### src/cie_regs.svh
`ifndef CIE_REGS_SVH
`define CIE_REGS_SVH

// ----------------------------------------------------------------
// register addresses (9-bit data memory map)
// ----------------------------------------------------------------
`define CIE_ADDR_W 9
`define CIE_INTCTL_BANK0 9'h00B
`define CIE_INTCTL_BANK1 9'h08B
`define CIE_INTCTL_BANK2 9'h10B
`define CIE_INTCTL_BANK3 9'h18B
`define CIE_PIE_ADDR 9'h08C

// ----------------------------------------------------------------
// interrupt control bit positions
// ----------------------------------------------------------------
`define CIE_GIE_BIT 7
`define CIE_PERIPH_IRQ_ENABLE_BIT 6
`define CIE_TMR_ZERO_OVF_ENABLE_BIT 5
`define CIE_EXTIE_BIT 4
`define CIE_PCIE_BIT 3
`define CIE_TMR_ZERO_OVF_FLAG_BIT 2
`define CIE_EXTIF_BIT 1
`define CIE_PCIF_BIT 0

// ----------------------------------------------------------------
// peripheral enable bit positions and masks
// ----------------------------------------------------------------
`define CIE_ADC_IRQ_ENABLE_BIT 6
`define CIE_SSIE_BIT 3
`define CIE_CCIE_BIT 2
`define CIE_T2IE_BIT 1
`define CIE_T1IE_BIT 0
`define CIE_PIE_IMPL_MASK 8'h4F
`define CIE_PIE_RESET 8'h00
`define CIE_INTCTL_RESET 8'h00

`endif

### src/cie_pkg.sv
package cie_pkg;

    typedef logic [7:0] cie_byte_t;

    // register bus from the core
    typedef struct packed {
        logic wr;
        logic rd;
        logic [8:0] addr;
        logic [7:0] wdata;
    } cie_bus_s;

    // peripheral flags, already latched by each peripheral
    typedef struct packed {
        logic adc;
        logic sync_serial;
        logic capcomp;
        logic tmr_two;
        logic tmr_one;
    } cie_periph_s;

    // core source events from the edge/change detector
    typedef struct packed {
        logic ext_edge;
        logic port_change;
    } cie_evt_s;

endpackage

### src/cie_pin_detect.sv
`timescale 1ns/1ps
`default_nettype none

`include "cie_regs.svh"

module cie_pin_detect (
    // clock and reset
    input wire logic clk,
    input wire logic rst_sync_n,
    // pins
    input wire logic ext_irq_pin,
    input wire logic [3:0] upper_port_pins,
    input wire logic ext_edge_select,
    // events
    output var cie_pkg::cie_evt_s evt
);

    typedef struct packed {
        logic ext_prev;
        logic [3:0] port_prev;
        logic primed;
    } cie_det_s;

    cie_det_s st_q;
    cie_det_s st_d;

    // ----------------------------------------------------------------
    // edge and change detection
    // ----------------------------------------------------------------
    always_comb
    begin
        st_d = st_q;
        st_d.ext_prev = ext_irq_pin;
        st_d.port_prev = upper_port_pins;
        st_d.primed = 1'b1;
        if (ext_edge_select)
        begin
            evt.ext_edge = st_q.primed & ext_irq_pin & ~st_q.ext_prev;
        end
        else
        begin
            evt.ext_edge = st_q.primed & ~ext_irq_pin & st_q.ext_prev;
        end
        // no event on first cycle: previous pin state is unknown then
        evt.port_change = st_q.primed & (|(upper_port_pins ^ st_q.port_prev));
    end

    always_ff @(posedge clk or negedge rst_sync_n)
    begin
        if (!rst_sync_n)
        begin
            st_q <= '0;
        end
        else
        begin
            st_q <= st_d;
        end
    end

endmodule // cie_pin_detect

`default_nettype wire

### src/cie_core.sv
`timescale 1ns/1ps
`default_nettype none

`include "cie_regs.svh"

module cie_core (
    // clock and reset
    input wire logic clk,
    input wire logic rst_n,
    // register access from the core
    input wire cie_pkg::cie_bus_s bus,
    output logic [7:0] rdata,
    // interrupt sources
    input wire logic tmr_zero_ovf,
    input wire logic ext_irq_pin,
    input wire logic [3:0] upper_port_pins,
    input wire logic ext_edge_select,
    input wire cie_pkg::cie_periph_s periph_flags,
    // request to the core
    output logic irq_req
);

    typedef struct packed {
        logic [7:0] intctl;
        logic [7:0] pie;
        logic [7:0] rdata;
        logic irq;
    } cie_state_s;

    cie_state_s st_q;
    cie_state_s st_d;
    logic [1:0] rst_sync_q;
    logic rst_sync_n;
    cie_pkg::cie_evt_s evt;

    assign rst_sync_n = rst_sync_q[1];
    assign rdata = st_q.rdata;
    assign irq_req = st_q.irq;

    // ----------------------------------------------------------------
    // reset release
    // ----------------------------------------------------------------
    always_ff @(posedge clk or negedge rst_n)
    begin
        if (!rst_n)
        begin
            rst_sync_q <= 2'b00;
        end
        else
        begin
            rst_sync_q <= {rst_sync_q[0], 1'b1};
        end
    end

    cie_pin_detect u_detect (
        .clk(clk),
        .rst_sync_n(rst_sync_n),
        .ext_irq_pin(ext_irq_pin),
        .upper_port_pins(upper_port_pins),
        .ext_edge_select(ext_edge_select),
        .evt(evt)
    );

    // ----------------------------------------------------------------
    // decode helpers
    // ----------------------------------------------------------------
    // all four banks alias
    function automatic logic hit_intctl(input logic [8:0] a);
        hit_intctl = (a == `CIE_INTCTL_BANK0) || (a == `CIE_INTCTL_BANK1) ||
                     (a == `CIE_INTCTL_BANK2) || (a == `CIE_INTCTL_BANK3);
    endfunction

    // flag update: hardware set beats software clear
    function automatic logic flag_next(input logic cur, input logic wr,
                                       input logic wval, input logic set);
        flag_next = set | (wr ? wval : cur);
    endfunction

    // ----------------------------------------------------------------
    // register and request logic
    // ----------------------------------------------------------------
    always_comb
    begin
        logic wr_ic;
        logic wr_pie;
        logic core_hit;
        logic per_hit;
        logic [7:0] ic;
        wr_ic = bus.wr && hit_intctl(bus.addr);
        wr_pie = bus.wr && (bus.addr == `CIE_PIE_ADDR);
        ic = st_q.intctl;
        core_hit = 1'b0;
        per_hit = 1'b0;
        st_d = st_q;
        // enables are plain storage
        if (wr_ic)
        begin
            st_d.intctl[7:3] = bus.wdata[7:3];
        end
        st_d.intctl[`CIE_TMR_ZERO_OVF_FLAG_BIT] = flag_next(st_q.intctl[`CIE_TMR_ZERO_OVF_FLAG_BIT], wr_ic,
                                               bus.wdata[`CIE_TMR_ZERO_OVF_FLAG_BIT], tmr_zero_ovf);
        st_d.intctl[`CIE_EXTIF_BIT] = flag_next(st_q.intctl[`CIE_EXTIF_BIT], wr_ic,
                                                bus.wdata[`CIE_EXTIF_BIT], evt.ext_edge);
        st_d.intctl[`CIE_PCIF_BIT] = flag_next(st_q.intctl[`CIE_PCIF_BIT], wr_ic,
                                               bus.wdata[`CIE_PCIF_BIT], evt.port_change);
        if (wr_pie)
        begin
            st_d.pie = bus.wdata & `CIE_PIE_IMPL_MASK;
        end
        // read data, registered; unmapped addresses read zero
        if (hit_intctl(bus.addr))
        begin
            st_d.rdata = st_q.intctl;
        end
        else if (bus.addr == `CIE_PIE_ADDR)
        begin
            st_d.rdata = st_q.pie;
        end
        else
        begin
            st_d.rdata = 8'h00;
        end
        core_hit = (ic[`CIE_TMR_ZERO_OVF_ENABLE_BIT] & ic[`CIE_TMR_ZERO_OVF_FLAG_BIT]) |
                   (ic[`CIE_EXTIE_BIT] & ic[`CIE_EXTIF_BIT]) |
                   (ic[`CIE_PCIE_BIT] & ic[`CIE_PCIF_BIT]);
        per_hit = (st_q.pie[`CIE_ADC_IRQ_ENABLE_BIT] & periph_flags.adc) |
                  (st_q.pie[`CIE_SSIE_BIT] & periph_flags.sync_serial) |
                  (st_q.pie[`CIE_CCIE_BIT] & periph_flags.capcomp) |
                  (st_q.pie[`CIE_T2IE_BIT] & periph_flags.tmr_two) |
                  (st_q.pie[`CIE_T1IE_BIT] & periph_flags.tmr_one);
        // combine with global and peripheral gates
        st_d.irq = ic[`CIE_GIE_BIT] & (core_hit | (ic[`CIE_PERIPH_IRQ_ENABLE_BIT] & per_hit));
    end

    // reset values; bit 0 reset to 0 as a safe pick
    always_ff @(posedge clk or negedge rst_sync_n)
    begin
        if (!rst_sync_n)
        begin
            st_q.intctl <= `CIE_INTCTL_RESET;
            st_q.pie <= `CIE_PIE_RESET;
            st_q.rdata <= 8'h00;
            st_q.irq <= 1'b0;
        end
        else
        begin
            st_q <= st_d;
        end
    end

    function automatic logic per_hit_c();
        per_hit_c = |(st_q.pie & {1'b0, periph_flags.adc, 2'b00, periph_flags.sync_serial,
                                  periph_flags.capcomp, periph_flags.tmr_two,
                                  periph_flags.tmr_one});
    endfunction
endmodule // cie_core

`default_nettype wire

### config.mk
export PLATFORM = sky130hd
export DESIGN_NAME = cie_core
export DESIGN_NICKNAME = d
export VERILOG_FILES = /design/src/cie_pkg.sv /design/src/cie_pin_detect.sv /design/src/cie_core.sv
export VERILOG_INCLUDE_DIRS = /design/src /design/src/src
export SDC_FILE = /design/constraint.sdc
export NUM_CORES = 1
export LEC_CHECK = 0
export ABC_AREA = 0
export BUFFER_PORTS_ARGS = -buffer_cell sky130_fd_sc_hd__buf_2
export CAP_MARGIN = 10
export CORE_MARGIN = 1.5
export CORE_UTILIZATION = 26
export DETAILED_ROUTE_END_ITERATION = 8
export GPL_TIMING_DRIVEN = 0
export PLACE_DENSITY = 0.52
export REMOVE_ABC_BUFFERS = 1
export SKIP_LAST_GASP = 1
export SLEW_MARGIN = 10
export SYNTH_ARGS = -nofsm -noshare
export SYNTH_HDL_FRONTEND = slang
export SYNTH_SLANG_ARGS = --single-unit
### constraint.sdc
create_clock -name clk -period 0.9 [get_ports clk]
set_input_delay 0.09 -clock clk [delete_from_list [all_inputs] [get_ports clk]]
set_output_delay 0.09 -clock clk [all_outputs]
set_load 0.02 [all_outputs]
## Word level (Yosys, flattened, before mapping)

Index checks and enable logic that the tools add are counted.
Widths: inputs -> output; s select.

- Bits in registers: 30
- Input bits: 33
- Output and inout bits: 9
- Word-level logic and storage cells: 54

- Eq/ne operators: 5
- Muxes and demuxes: 6
- Bitwise logic cells: 28
- Reductions and logical operators: 6

Operators with widths:

| kind | number |
|---|---|
| $eq 9x8->1 const B | 2 |
| $eq 9x9->1 const B | 2 |
| $and 1x1->1 | 15 |
| $or 1x1->1 | 10 |
| $eq 9x4->1 const B | 1 |
| $mux 8 | 1 |
| $mux 7 | 1 |
| $mux 1 | 4 |
| $reduce_or 4->1 | 1 |
| $xor 4x4->4 | 1 |
| $logic_or 1x1->1 | 3 |
| $logic_and 1x1->1 | 2 |
| $not 1->1 | 2 |

## Logic depth before layout (Yosys ltp)

- Word-level depth: 8
- Mapped depth: 4

## By module

Synthesis repeated with hierarchy kept, for this count alone.

- Cells, all modules: 92
- Area total of the unflattened synthesis: 1277.5 µm²

Modules (own cells, without submodules):

| module | instances | cells an instance | area an instance (µm²) | seq. area each (µm²) |
|---|---|---|---|---|
| cie_core | 1 | 77 | 1053.5 | 600.6 |
| cie_pin_detect | 1 | 15 | 224.0 | 150.1 |

## Worst setup path before layout

No wires, ideal clock.

- Path type: input to register
- Start: input bus[14] (netlist bit)
- End: register st_q[20] (netlist bit)
- Setup time: 125 ps
- Data arrival time: 1381 ps
- Setup slack: -606 ps
- Cell stages on the path: 4
- Cell sequence: or4b_1 > buf_2 > nor3_4 > mux2_2

- Word-level cells in the longest chain between the ends: 5
- Elaborated cells between the ends (all ways): 8

Ends and longest elaborated chain:

| item | line | source |
|---|---|---|
| start: declaration | cie_core.sv:11 | `input wire cie_pkg::cie_bus_s bus,` |
| $eq 9x4->1 (no line) / $eq 9x8->1 (equally long branches) | - |  |
| $logic_or 1x1->1 (2 in series) | cie_core.sv:69 | `` hit_intctl = (a == `CIE_INTCTL_BANK0) \|\| (a == `CIE_INTCTL_BANK1) \|\| `` |
| $logic_or 1x1->1 * | cie_core.sv:69 |  |
| $logic_and 1x1->1 * | cie_core.sv:89 | `wr_ic = bus.wr && hit_intctl(bus.addr);` |
| end signal: assignment | cie_core.sv:147 | `st_q <= st_d;` |
| end: declaration | cie_core.sv:30 | `cie_state_s st_q;` |

Mark *: on every way between the ends. The rest lies on a longest branch, timed or not.
A chain may end at the register's enable or synchronous reset.

## Final worst setup path

- Start: input bus[12] (netlist bit)
- End: register st_q[20] (netlist bit)

The elaborated chain is that of the path after synthesis.

==> impl_metrics.yaml <==
drt:
  wl_per_cell_um: 14.5
  dr.pass1.iters: 4
  ant_nets: 0
  routed_wl_um: 2830
  drc_errors: 0
  vias: 909
  drt_iter0_drc: 46
  detail_route.vias_per_cell: 4.66
critical_path:
  cp.arrival_ns: 1.43
  cp_max_fo: 4
  cp-end-kind: "flip-flop"
  criticalPathCategory: "input port to flip-flop"
  start_kind: "input port"
  required_ns: 1.06
synth:
  synth_top_family_by_area: "compound AO/OA/AOI/OAI gates"
  yosys.area_share.xor_xnor_pct: 2.83
  synthSimpleGateAreaFrac_pct: 9.01
  syn_avg_cell_area_um2: 14.0
  synthAdderAreaFrac_pct: 0
  yosysWarnings: 0
  ys_seq_area_share_pct: 60.7
  synth_mux_area_share_pct: 9.11
  synth_cell_types: 30
  syn_area_mm2: 0.00124
  ys_ff_latch: 30
  synth_compound_area_share_pct: 12.4
  synth_cells: 88
clock_tree:
  root_buffer: "clkbuf_8"
  worstSkewPairLatency_ns: 0.28
  cts_sinks: 30
  cts_tree: "built"
  clk_pin_slew_ns: 0.06
  cts_max_level: 2
  numCtsBuffers: 5
  cts_buffer_depth: 2
sta:
  finalMaxSlewViolations: 0
  period_minus_slack_ns: 1.27
  hold_violations: 0
  skew_ns: 0.00675
  slew_headroom_pct: 60.4
  fmax_mhz: 785
  finalCritPeriodShare_pct: 142
  fin_ws_ns: -0.374
  hold_slack_ns: 0.0444
  rsz0062_at_grt: "yes"
  setup-violations-final: 19
  worstMarginPinSlew_ns: 0.593
placement:
  gp_congestion: 0.726
  placed_cells: 172
  pre_cts_ws_ns: -1.05
  io_buffers: 40
  hpwl_um: 1950
final_layout:
  layout.nets: 176
  fill_cells: 444
  drive_above_1_share_pct: 51.7
  multi_input_area_um2: 479
  final_common_cell: "buf_2"
  fin_cells: 195
  antenna_cells: 0
  mostFrequentLayoutCells: "32 x buf_2, 29 x dfrtp_1, 11 x buf_6, 7 x dlygate4sd3_1, 6 x mux2_4"
  register_area_um2: 752
  area_delta_synth_final_pct: 44.2
global_routing:
  grt_pass1_vias: 963
  track_usage_pct: 12.2
  grt_pass1_wl_um: 4650
  antenna_found_initial: 0
  grt_max_degree: 29
  grt_overflow: 0
die:
  die_area_mm2: 0.00518
  io_pins: 42
  die_w_um: 72.0
  coreArea_mm2: 0.00447
  rows: 24
  initial_core_util_pct: 27.6
  die_y_um: 72.0
pwr:
  ir_drop_v: 0.000414
  powerDensity_mw_per_mm2: 1510
  p_leak_nw: 0.876
outcome:
  outcome: "finished, violations left"
  violations: "setup timing"
job:
  cap_violations: 0
min_path:
  hold_path_class: "input port to flip-flop"
[state kept, by name (all words and copies together), names as in the netlist]
name and flops:
irq_req 1, u_detect.st_q 6, rdata 8, rst_sync_q 2, st_q 13
[worst max-delay path, stage by stage]
cell	delay, ns
buf_8	0.09
or4b_4	0.57
nor3_4	0.22
buf_6	0.15
mux2_4	0.30
[layout make-up]
type / instances / area share, %
Sequential cell: 30 / 42.2
Tap cell: 52 / 3.65
Clock buffer: 7 / 4.28
Inverter: 1 / 0.211
Timing Repair Buffer: 56 / 22.8
Multi-Input combinational cell: 49 / 26.9
[power by group]
| group | switching [W] | internal [W] | leakage, nW |
|---|---|---|---|
| logic | 0.0000968 | 0.000160 | 0.456 |
| registers | 0.0000540 | 0.00140 | 0.382 |
| clock network | 0.000449 | 0.000530 | 0.0383 |
[stage by stage]
| step | power [W] | TNS [ns] | area [µm²] | utilization (%) |
|---|---|---|---|---|
| finish | 0.00269 | -5.42 | 1780 | 39.8 |
| global route | 0.00283 | -6.26 | 1780 | 39.8 |
| CTS | 0.00271 | -4.84 | 1730 | 38.6 |
| detailed placement | 0.00165 | -26.48 | 1440 | 32.2 |
| global placement | 0.00164 | -23.31 | 1440 | 32.2 |
| floorplan | 0.00154 | -8.45 | 1170 | - |
[routing by layer]
metal | share of wire [%] | routed length, µm | GRT usage, %
met4 | 2.3 | 66 | 6.29
met5 | 0 | 0 | 0
met1 | 44 | 1230 | 14.9
met2 | 47 | 1320 | 19.0
met3 | 7.2 | 205 | 4.44
[worst paths after layout]
path                                    startpoint                       to  slack (ns)  cells after the start
max                                        bus[12]     st_q[20]$_DFFE_PN0N_       -0.37                      5
min in group asynchronous                    rst_n  rst_sync_q[0]$_DFF_PN0_        0.13                      2
max reg2reg                    st_q[9]$_DFFE_PN0P_        irq_req$_DFF_PN0_       -0.19                      3
min                                         bus[7]     st_q[24]$_DFFE_PN0N_        0.04                      2
min reg2reg                rst_sync_q[1]$_DFF_PN0_     st_q[21]$_DFFE_PN0N_        0.27                      0
max in group asynchronous  rst_sync_q[1]$_DFF_PN0_     st_q[10]$_DFFE_PN0P_        0.24                      0
[synthesized netlist by cell type]
| master | number | area [µm²] |
|---|---|---|
| a211o_1 | 1 | 8.76 |
| a21bo_2 | 1 | 10.0 |
| a21boi_0 | 1 | 7.51 |
| a221o_1 | 1 | 10.0 |
| a222oi_1 | 2 | 20.0 |
| a22o_1 | 5 | 43.8 |
| a22oi_1 | 1 | 7.51 |
| a31oi_1 | 1 | 6.26 |
| and3_1 | 4 | 25.0 |
| and3b_1 | 1 | 8.76 |
| buf_2 | 1 | 5.00 |
| buf_4 | 8 | 60.1 |
| conb_1 | 1 | 3.75 |
| dfrtp_1 | 30 | 751 |
| inv_1 | 1 | 3.75 |
| mux2_2 | 10 | 113 |
| nand2_1 | 1 | 3.75 |
| nand2b_1 | 1 | 6.26 |
| nand3b_1 | 1 | 7.51 |
| nand4_1 | 1 | 6.26 |
| nor2_1 | 1 | 3.75 |
| nor3_4 | 1 | 16.3 |
| nor4_1 | 1 | 6.26 |
| nor4b_1 | 2 | 17.5 |
| o21ai_0 | 1 | 5.00 |
| o22ai_1 | 1 | 6.26 |
| o31a_2 | 2 | 20.0 |
| o41ai_1 | 1 | 8.76 |
| or4b_1 | 1 | 10.0 |
| xor2_1 | 4 | 35.0 |
[what timing repair did]
action	4_1_cts	5_1_grt
endpoints found under the setup margin	51	25
gates resized for setup	21	13
hold endpoints to repair	8	0
pin swaps	9	6
hold buffers	7	0
cloned	0	0
buffers inserted	8	1
[cell families after synthesis]
family	count (synthesis)
mux	10
buf+inv	10
xor+xnor	4
simple gates	15
compound gates	18
other cells	1
flops	30
(Power assumes the default switching activity.)
